**src/design/clk_ctrl_pkg.sv**
```systemverilog
// Constants, field layouts and carrier types for the clock select and prescaler block
//
// Overview of operation
// - Slow select bit 0 picks slow source
// - Fast select: 0 PLL, 1 Main; reset 1
// - Ignore switching to PLL while shut down
// - Switch to PLL only once PLL stable
// - Shutdown bit stops PLL; set after reset
// - Ignore shutdown set while PLL selected
// - Aux 1 runs if enabled and Main stable
// - Aux 2 runs if enabled and Main stable
// - Power-on flag set by hardware, write-zero clears
// - System clock divides by fast divisor plus one
// - Multiplier codes 011, 100, 101 only valid
// - Multiplier resets to 100 for 48 MHz
// - Slow divides Main by 2 times (divisor+1)
// - Aux divides by own divisor plus one
`default_nettype none
package clk_ctrl_pkg;

	// ****************************************
	// Register indices (byte address = index * 4)
	// ****************************************
	localparam int ADDR_W = 10;
	localparam logic [7:0] IDX_CLOCK_RESET_CONTROL = 8'h40;
	localparam logic [7:0] IDX_FAST_CLOCK_PRESCALE = 8'h42;
	localparam logic [7:0] IDX_SLOW_CLOCK_PRESCALE = 8'h44;
	localparam logic [7:0] IDX_AUX_CLOCK_PRESCALE = 8'h46;

	// ****************************************
	// Control register bit positions
	// ****************************************
	localparam int BIT_SLOW_SELECT = 0;
	localparam int BIT_FAST_SELECT = 1;
	localparam int BIT_PLL_SHUTDOWN = 2;
	localparam int BIT_AUX1_ENABLE = 3;
	localparam int BIT_AUX2_ENABLE = 4;
	localparam int BIT_POWER_ON = 5;

	// ****************************************
	// Prescale field positions
	// ****************************************
	localparam int FAST_DIV_LSB = 0;
	localparam int FAST_DIV_MSB = 3;
	localparam int PLL_MODE_LSB = 4;
	localparam int PLL_MODE_MSB = 6;
	localparam int AUX1_DIV_LSB = 0;
	localparam int AUX1_DIV_MSB = 3;
	localparam int AUX2_DIV_LSB = 4;
	localparam int AUX2_DIV_MSB = 7;

	// ****************************************
	// Reset values
	// ****************************************
	localparam logic RST_SLOW_SELECT = 1'b0;
	localparam logic RST_FAST_SELECT = 1'b1;
	localparam logic RST_PLL_SHUTDOWN = 1'b1;
	localparam logic RST_AUX_ENABLE = 1'b0;
	localparam logic RST_POWER_ON = 1'b1;
	localparam logic [3:0] RST_FAST_DIV = 4'h0;
	localparam logic [7:0] RST_SLOW_DIV = 8'hB6;
	localparam logic [7:0] RST_AUX_PRESCALE = 8'hFF;

	// PLL multiplier codes
	typedef enum logic [2:0] {
		PLL_X3 = 3'b011,
		PLL_X4 = 3'b100,
		PLL_X5 = 3'b101
	} pll_mode_t;
	localparam pll_mode_t RST_PLL_MODE = PLL_X4;

	// ****************************************
	// Carriers
	// ****************************************
	typedef struct packed {
		logic main_tick;
		logic pll_tick;
		logic lfo_tick;
		logic main_stable;
		logic pll_stable;
	} clk_src_t;

	typedef struct packed {
		logic sys_tick;
		logic slow_tick;
		logic aux1_tick;
		logic aux2_tick;
	} clk_out_t;

endpackage
`default_nettype wire

```
**src/design/tick_divider.sv**
```systemverilog
// Enable-pulse divider: one output pulse for every (divisor + 1) input ticks
`timescale 1ns/100ps
`default_nettype none
module tick_divider #(
	parameter int W = 4
) (
	input wire logic clk,
	input wire logic rst_n,
	input wire logic tick,
	input wire logic run,
	input wire logic [W-1:0] divisor,
	output logic pulse
);

	logic [W-1:0] count;

	// Count source ticks; >= keeps a lowered divisor from stretching a period
	always_ff @(posedge clk or negedge rst_n) begin
		if (!rst_n) begin
			count <= '0;
			pulse <= 1'b0;
		end else if (!run) begin
			count <= '0;
			pulse <= 1'b0;
		end else if (tick) begin
			if (count >= divisor) begin
				count <= '0;
				pulse <= 1'b1;
			end else begin
				count <= count + W'(1);
				pulse <= 1'b0;
			end
		end else begin
			pulse <= 1'b0;
		end
	end

endmodule
`default_nettype wire

```
**src/design/clock_select_prescaler_ctrl.sv**
```systemverilog
// Clock source selection, PLL control and prescalers behind an APB slave
`timescale 1ns/100ps
`default_nettype none
module clock_select_prescaler_ctrl (
	input wire logic clk,
	input wire logic rst_n,
	input wire logic psel,
	input wire logic penable,
	input wire logic pwrite,
	input wire logic [clk_ctrl_pkg::ADDR_W-1:0] paddr,
	input wire logic [31:0] pwdata,
	input wire logic [3:0] pstrb,
	output logic [31:0] prdata,
	output logic pready,
	output logic pslverr,
	input wire clk_ctrl_pkg::clk_src_t src,
	input wire logic power_on_detect,
	output clk_ctrl_pkg::clk_out_t clk_out,
	output logic pll_shutdown,
	output clk_ctrl_pkg::pll_mode_t pll_mode
);
	import clk_ctrl_pkg::*;

	// ****************************************
	// Register state
	// ****************************************
	logic slow_select;
	logic fast_select;
	logic aux1_enable;
	logic aux2_enable;
	logic por_flag;
	logic [3:0] fast_divisor;
	logic [7:0] slow_divisor;
	logic [3:0] aux1_divisor;
	logic [3:0] aux2_divisor;
	logic ack;
	logic next_fast_select;
	logic next_pll_shutdown;

	// Byte address of a register index
	function automatic logic [ADDR_W-1:0] byte_addr(input logic [7:0] index);
		byte_addr = {index, 2'b00};
	endfunction

	// Address match against one register
	function automatic logic hit(input logic [ADDR_W-1:0] a, input logic [7:0] index);
		hit = (a == byte_addr(index));
	endfunction

	// Only the three documented multiplier codes are accepted
	function automatic logic mode_legal(input logic [2:0] m);
		mode_legal = (m == PLL_X3) || (m == PLL_X4) || (m == PLL_X5);
	endfunction

	// ****************************************
	// APB slave
	// ****************************************
	logic sel_ctrl;
	logic sel_fast;
	logic sel_slow;
	logic sel_aux;
	logic mapped;
	logic wr_commit;
	logic wr_low;

	assign sel_ctrl = hit(paddr, IDX_CLOCK_RESET_CONTROL);
	assign sel_fast = hit(paddr, IDX_FAST_CLOCK_PRESCALE);
	assign sel_slow = hit(paddr, IDX_SLOW_CLOCK_PRESCALE);
	assign sel_aux = hit(paddr, IDX_AUX_CLOCK_PRESCALE);
	assign mapped = sel_ctrl | sel_fast | sel_slow | sel_aux;
	// Write lands on the edge where pready is seen high; only the low lane is live
	assign wr_commit = psel & penable & ack & pwrite & mapped;
	assign wr_low = wr_commit & pstrb[0];

	// One wait state so read data can come from a flop
	always_ff @(posedge clk or negedge rst_n) begin
		if (!rst_n) begin
			ack <= 1'b0;
		end else begin
			ack <= psel & penable & ~ack;
		end
	end

	assign pready = ack;
	assign pslverr = ack & ~mapped;

	// Read data captured in the first access cycle
	always_ff @(posedge clk or negedge rst_n) begin
		if (!rst_n) begin
			prdata <= 32'h0000_0000;
		end else if (psel & penable & ~ack) begin
			prdata <= 32'h0000_0000;
			if (sel_ctrl) begin
				prdata[BIT_SLOW_SELECT] <= slow_select;
				prdata[BIT_FAST_SELECT] <= fast_select;
				prdata[BIT_PLL_SHUTDOWN] <= pll_shutdown;
				prdata[BIT_AUX1_ENABLE] <= aux1_enable;
				prdata[BIT_AUX2_ENABLE] <= aux2_enable;
				prdata[BIT_POWER_ON] <= por_flag;
			end else if (sel_fast) begin
				prdata[FAST_DIV_MSB:FAST_DIV_LSB] <= fast_divisor;
				prdata[PLL_MODE_MSB:PLL_MODE_LSB] <= pll_mode;
			end else if (sel_slow) begin
				prdata[7:0] <= slow_divisor;
			end else if (sel_aux) begin
				prdata[AUX1_DIV_MSB:AUX1_DIV_LSB] <= aux1_divisor;
				prdata[AUX2_DIV_MSB:AUX2_DIV_LSB] <= aux2_divisor;
			end
		end
	end

	// ****************************************
	// Fast select and PLL shutdown interlock
	// ****************************************
	// Both bits judged together so one write cannot leave the PLL off while selected
	always_comb begin
		next_fast_select = fast_select;
		next_pll_shutdown = pll_shutdown;
		if (wr_low && sel_ctrl) begin
			if (pwdata[BIT_FAST_SELECT]) begin
				next_fast_select = 1'b1;
			end else if (src.pll_stable && !pll_shutdown && !pwdata[BIT_PLL_SHUTDOWN]) begin
				next_fast_select = 1'b0;
			end
			if (!pwdata[BIT_PLL_SHUTDOWN]) begin
				next_pll_shutdown = 1'b0;
			end else if (next_fast_select) begin
				next_pll_shutdown = 1'b1;
			end
		end
	end

	always_ff @(posedge clk or negedge rst_n) begin
		if (!rst_n) begin
			fast_select <= RST_FAST_SELECT;
			pll_shutdown <= RST_PLL_SHUTDOWN;
		end else begin
			fast_select <= next_fast_select;
			pll_shutdown <= next_pll_shutdown;
		end
	end

	// Plain control bits
	always_ff @(posedge clk or negedge rst_n) begin
		if (!rst_n) begin
			slow_select <= RST_SLOW_SELECT;
			aux1_enable <= RST_AUX_ENABLE;
			aux2_enable <= RST_AUX_ENABLE;
		end else if (wr_low && sel_ctrl) begin
			slow_select <= pwdata[BIT_SLOW_SELECT];
			aux1_enable <= pwdata[BIT_AUX1_ENABLE];
			aux2_enable <= pwdata[BIT_AUX2_ENABLE];
		end
	end

	always_ff @(posedge clk or negedge rst_n) begin
		if (!rst_n) begin
			por_flag <= RST_POWER_ON;
		end else if (power_on_detect) begin
			por_flag <= 1'b1;
		end else if (wr_low && sel_ctrl && !pwdata[BIT_POWER_ON]) begin
			por_flag <= 1'b0;
		end
	end

	// ****************************************
	// Prescale registers
	// ****************************************
	// multiplier code kept legal
	always_ff @(posedge clk or negedge rst_n) begin
		if (!rst_n) begin
			pll_mode <= RST_PLL_MODE;
			fast_divisor <= RST_FAST_DIV;
		end else if (wr_low && sel_fast) begin
			fast_divisor <= pwdata[FAST_DIV_MSB:FAST_DIV_LSB];
			if (mode_legal(pwdata[PLL_MODE_MSB:PLL_MODE_LSB])) begin
				pll_mode <= pll_mode_t'(pwdata[PLL_MODE_MSB:PLL_MODE_LSB]);
			end
		end
	end

	// Slow and auxiliary divisors
	always_ff @(posedge clk or negedge rst_n) begin
		if (!rst_n) begin
			slow_divisor <= RST_SLOW_DIV;
			aux1_divisor <= RST_AUX_PRESCALE[AUX1_DIV_MSB:AUX1_DIV_LSB];
			aux2_divisor <= RST_AUX_PRESCALE[AUX2_DIV_MSB:AUX2_DIV_LSB];
		end else if (wr_low) begin
			if (sel_slow) begin
				slow_divisor <= pwdata[7:0];
			end
			if (sel_aux) begin
				aux1_divisor <= pwdata[AUX1_DIV_MSB:AUX1_DIV_LSB];
				aux2_divisor <= pwdata[AUX2_DIV_MSB:AUX2_DIV_LSB];
			end
		end
	end

	// ****************************************
	// Clock generation
	// ****************************************
	logic fast_src_tick;
	logic main_slow_tick;
	logic aux1_run;
	logic aux2_run;
	logic sys_pulse;
	logic slow_pulse;
	logic aux1_pulse;
	logic aux2_pulse;

	// One driver for the whole carrier; each member comes from its own flop
	assign clk_out = {sys_pulse, slow_pulse, aux1_pulse, aux2_pulse};

	assign fast_src_tick = fast_select ? src.main_tick : src.pll_tick;
	assign aux1_run = aux1_enable & src.main_stable;
	assign aux2_run = aux2_enable & src.main_stable;

	// system divide by divisor plus one
	tick_divider #(.W(4)) u_sys_div (
		.clk(clk),
		.rst_n(rst_n),
		.tick(fast_src_tick),
		.run(1'b1),
		.divisor(fast_divisor),
		.pulse(sys_pulse)
	);

	tick_divider #(.W(9)) u_slow_div (
		.clk(clk),
		.rst_n(rst_n),
		.tick(src.main_tick),
		.run(~slow_select),
		.divisor({slow_divisor, 1'b1}),
		.pulse(main_slow_tick)
	);

	tick_divider #(.W(4)) u_aux1_div (
		.clk(clk),
		.rst_n(rst_n),
		.tick(src.main_tick),
		.run(aux1_run),
		.divisor(aux1_divisor),
		.pulse(aux1_pulse)
	);

	tick_divider #(.W(4)) u_aux2_div (
		.clk(clk),
		.rst_n(rst_n),
		.tick(src.main_tick),
		.run(aux2_run),
		.divisor(aux2_divisor),
		.pulse(aux2_pulse)
	);

	always_ff @(posedge clk or negedge rst_n) begin
		if (!rst_n) begin
			slow_pulse <= 1'b0;
		end else begin
			slow_pulse <= slow_select ? src.lfo_tick : main_slow_tick;
		end
	end
endmodule
`default_nettype wire

```
**config.mk**
```make
export PLATFORM = sky130hd
export DESIGN_NAME = clock_select_prescaler_ctrl
export DESIGN_NICKNAME = d
export VERILOG_FILES = /design/src/design/clk_ctrl_pkg.sv /design/src/design/tick_divider.sv /design/src/design/clock_select_prescaler_ctrl.sv
export SDC_FILE = /design/constraint.sdc
export NUM_CORES = 1
export LEC_CHECK = 0
export BUFFER_PORTS_ARGS = -buffer_cell sky130_fd_sc_hd__buf_2
export CAP_MARGIN = 20
export CORE_MARGIN = 1
export CORE_UTILIZATION = 39
export DETAILED_ROUTE_END_ITERATION = 8
export PLACE_DENSITY = 0.74
export SETUP_SLACK_MARGIN = 0.1
export SYNTH_ARGS = -nofsm -noshare
export SYNTH_HDL_FRONTEND = slang
export SYNTH_SLANG_ARGS = --single-unit
```
**constraint.sdc**
```tcl
create_clock -name clk -period 4.71 [get_ports clk]
set_clock_uncertainty 0.05 [all_clocks]
set_input_delay 0 -clock clk [delete_from_list [all_inputs] [get_ports clk]]
set_output_delay 0 -clock clk [all_outputs]
set_load 0.05 [all_outputs]
```
==> results.ini <==
[cts]
insertion_delay_ns=0.36
root_buffer=clkbuf_8
cts_resized=0
clk_pin_slew_ns=0.07
cts.sinks=64
post_cts_buffers=0
ctsLongestPathBuffers=2
cts_buffers=9
cts_tree=built
ctsHtreeMaxLevel=3

[layout]
num-nets-final=509
drive_above_1_share_pct=24.71
fill_cells=803
area_growth_pct=17.61
multi_input_area_um2=1787
finalInstanceArea_um2=4312
n_antenna_cell=0
seq_area_um2=1623

[floorplan]
initial_core_util_pct=40.05
core_um2=9153
pin_count=99
rows=35
die_area_um2=9792
die_h_um=98.96
die_w_um=98.96

[grt]
grt_max_degree=65
grt-ovfl-total=0
grt_pass1_vias=2691
grt_antenna_before_repair=0
grt_pass1_wl_mm=12.90
gr-usage-all-layers_pct=17.00

[worst_setup_path]
startpoint_type=register
max_stage_delay_ns=0.63
cpLargestDelayFamily=compound AO/OA/AOI/OAI gates
crit_type=reg -> reg
worstPathMaxFanout=10
path_cells=inv_1 -> ha_1 -> a211oi_1 -> nor2_1 -> o31ai_2 -> and2_1 -> a32o_1
crit_slowest_cell=o31ai_2
critPathArrivalTime_ns=2.69
cp.required_ns=4.96
worstPathBufferInverterCount=1
crit_path_end_kind=register

[timing]
slew-limit-headroom_pct=38.90
tightest_slew_ns=0.9131
slew_viol_final=0
rsz0062_at_grt=no
tns_ns=0
fin_crit_sh_pct=51.77
finalHoldViolations=0
final.setup.worst_slack_ns=2.271
report.final.setup_viol=0
fmaxAchievable_ghz=0.4101
fin_crit_ns=2.439

[outcome]
outcome=complete, no violations

[synthesis]
yosysWarnings=0
synthTopCellsByCount=47 x dfrtp_1, 43 x nand2_1, 32 x o21ai_0
synth-main-ff-cell=dfrtp_1
synth.area.top_cells=dfrtp_1 32%, dfstp_2 12%, ha_1 8.2%
synthArstFlopShare_pct=100.0
yosysMostFrequentCell=dfrtp_1
synth_edf_count=0
synth_cells=363
synth_area_um2=3666
yosys.cell_types.count=53
yosysTopAreaCellShare_pct=32.08
yosys.area.top_type=dfrtp_1
synth_seq_cells=64
syn_avg_cell_area_um2=10.10
ys_seq_area_share_pct=44.27

[power]
p_per_area_nw_per_um2=339.9
leakagePower_nw=2.190
pwr-share-comb_pct=17.1
p_seq_share_pct=44.1
switching_power_mw=0.4304
p_int_mw=1.035
switching_share_pct=29.37
irDropWorstVdd_mv=0.1096
clkPwrFrac_pct=38.8

[drt]
viasPerCell=5.160
final_antenna_net_count=0
drc=0
drtIter0Drc=159
dr.pass1.iters=4
vias=2807
detail_route.wirelength_mm=7.726
routedWlPerCell_um=14.20

[place]
dp_slack_ns=2.303
gp_congestion=0.7977
place_area_um2=3911
dp_hpwl_mm=5.363
io_buffer_count=47

[min_path]
min_path_type=in -> reg

[flow_run]
cap_violations=0

-- per-stage QoR --
stage	utilization, %	total power [mW]	instances	hold WS (ns)
final	47.11	1.465	544	0.1127
after global routing	47.11	1.536	544	0.1333
after CTS	47.11	1.472	544	0.1078
after detailed placement	42.73	0.8964	512	0.1465
after global placement	42.73	0.8860	512	0.1459
after floorplan	-	0.8423	386	-0.3456
-- repair_timing --
item                                    in CTS  in global routing
hold buffers                                16                  0
endpoints found under the setup margin       0                  0
endpoints found under the hold margin       81                  0
-- cell usage in the layout (no fill, tap or decap), types with 2 or more instances in the layout --
cell type	count
dfrtp_1	47
buf_2	47
nand2_1	43
o21ai_0	32
inv_1	28
ha_1	24
conb_1	24
nor2_1	18
dfstp_2	17
dlygate4sd3_1	16
clkbuf_8	12
nand3_1	11
a22o_1	11
a21oi_1	9
mux2_2	8
and3_1	7
nand2b_1	6
mux4_2	6
a21o_1	5
and2_1	4
a211oi_1	4
nor3_1	4
a32o_1	4
a31o_2	3
mux2i_1	3
buf_4	3
nor2b_1	2
and4_1	2
nor3b_1	2
o211ai_1	2
nand4_1	2
a31oi_1	2
clkinvlp_4	2
bufinv_16	2
-- sequential cells by signal, summed over array words and instances, names as in the netlist, 3 cells and up --
register          flops
aux1_divisor          4
slow_divisor          8
pll_mode              3
aux2_divisor          4
u_aux1_div.count      4
u_slow_div.count      9
u_aux2_div.count      4
prdata                8
u_sys_div.count       4
fast_divisor          4
-- logic make-up after synthesis --
logic type               count (synthesis)  share of synthesized area, %
flip-flops                              64                         44.27
buffers and inverters                   63                         9.351
other                                    1                        0.1023
multiplexers                            17                         6.963
AO/OA/AOI/OAI                           82                         15.12
AND/OR/NAND/NOR                        110                         15.53
XOR/XNOR                                 2                        0.4779
adder cells (fa/ha/maj)                 24                         8.191
-- power by group through the flow --
stage	Clock (mW)	Combinational, mW	Sequential (mW)
floorplan	0	0.200	0.642
global placement	0	0.233	0.653
detailed placement	0	0.241	0.655
CTS	0.575	0.252	0.645
global route	0.599	0.283	0.653
finish	0.568	0.251	0.647
-- area by class of cell --
type | count | share of cell area, %
clock buffer | 12 | 3.831
clock inverter | 4 | 1.741
inverter | 28 | 2.438
multi-input combinational | 259 | 41.44
sequential | 64 | 37.64
tap | 111 | 3.221
timing repair buffer | 66 | 9.692
-- layer usage --
| metal | wire (um) | up-vias | track usage, % | share of wire, % |
|---|---|---|---|---|
| li1 | - | 1371 | - | - |
| met1 | 3663 | 1361 | 21.86 | 47 |
| met2 | 3601 | 63 | 27.49 | 47 |
| met3 | 296 | 12 | 3.333 | 3.8 |
| met4 | 163 | 0 | 8.266 | 2.1 |
| met5 | 0 | - | 0 | 0 |
-- worst paths after layout --
check / endpoint / slack [ns] / start / depth (start not counted)
worst max-delay path: u_slow_div.count[4] / 2.27 / slow_divisor[1] / 7
worst min-delay path: prdata[7] / 0.11 / paddr[4] / 2
worst max register to register: u_slow_div.count[4] / 2.27 / slow_divisor[1] / 7
worst min register to register: prdata[7] / 0.44 / prdata[7] / 1
max in group asynchronous: prdata[7] / 3.79 / rst_n / 3
min in group asynchronous: u_aux1_div.pulse / 0.30 / rst_n / 3
Power figures use the tool's default switching activity.
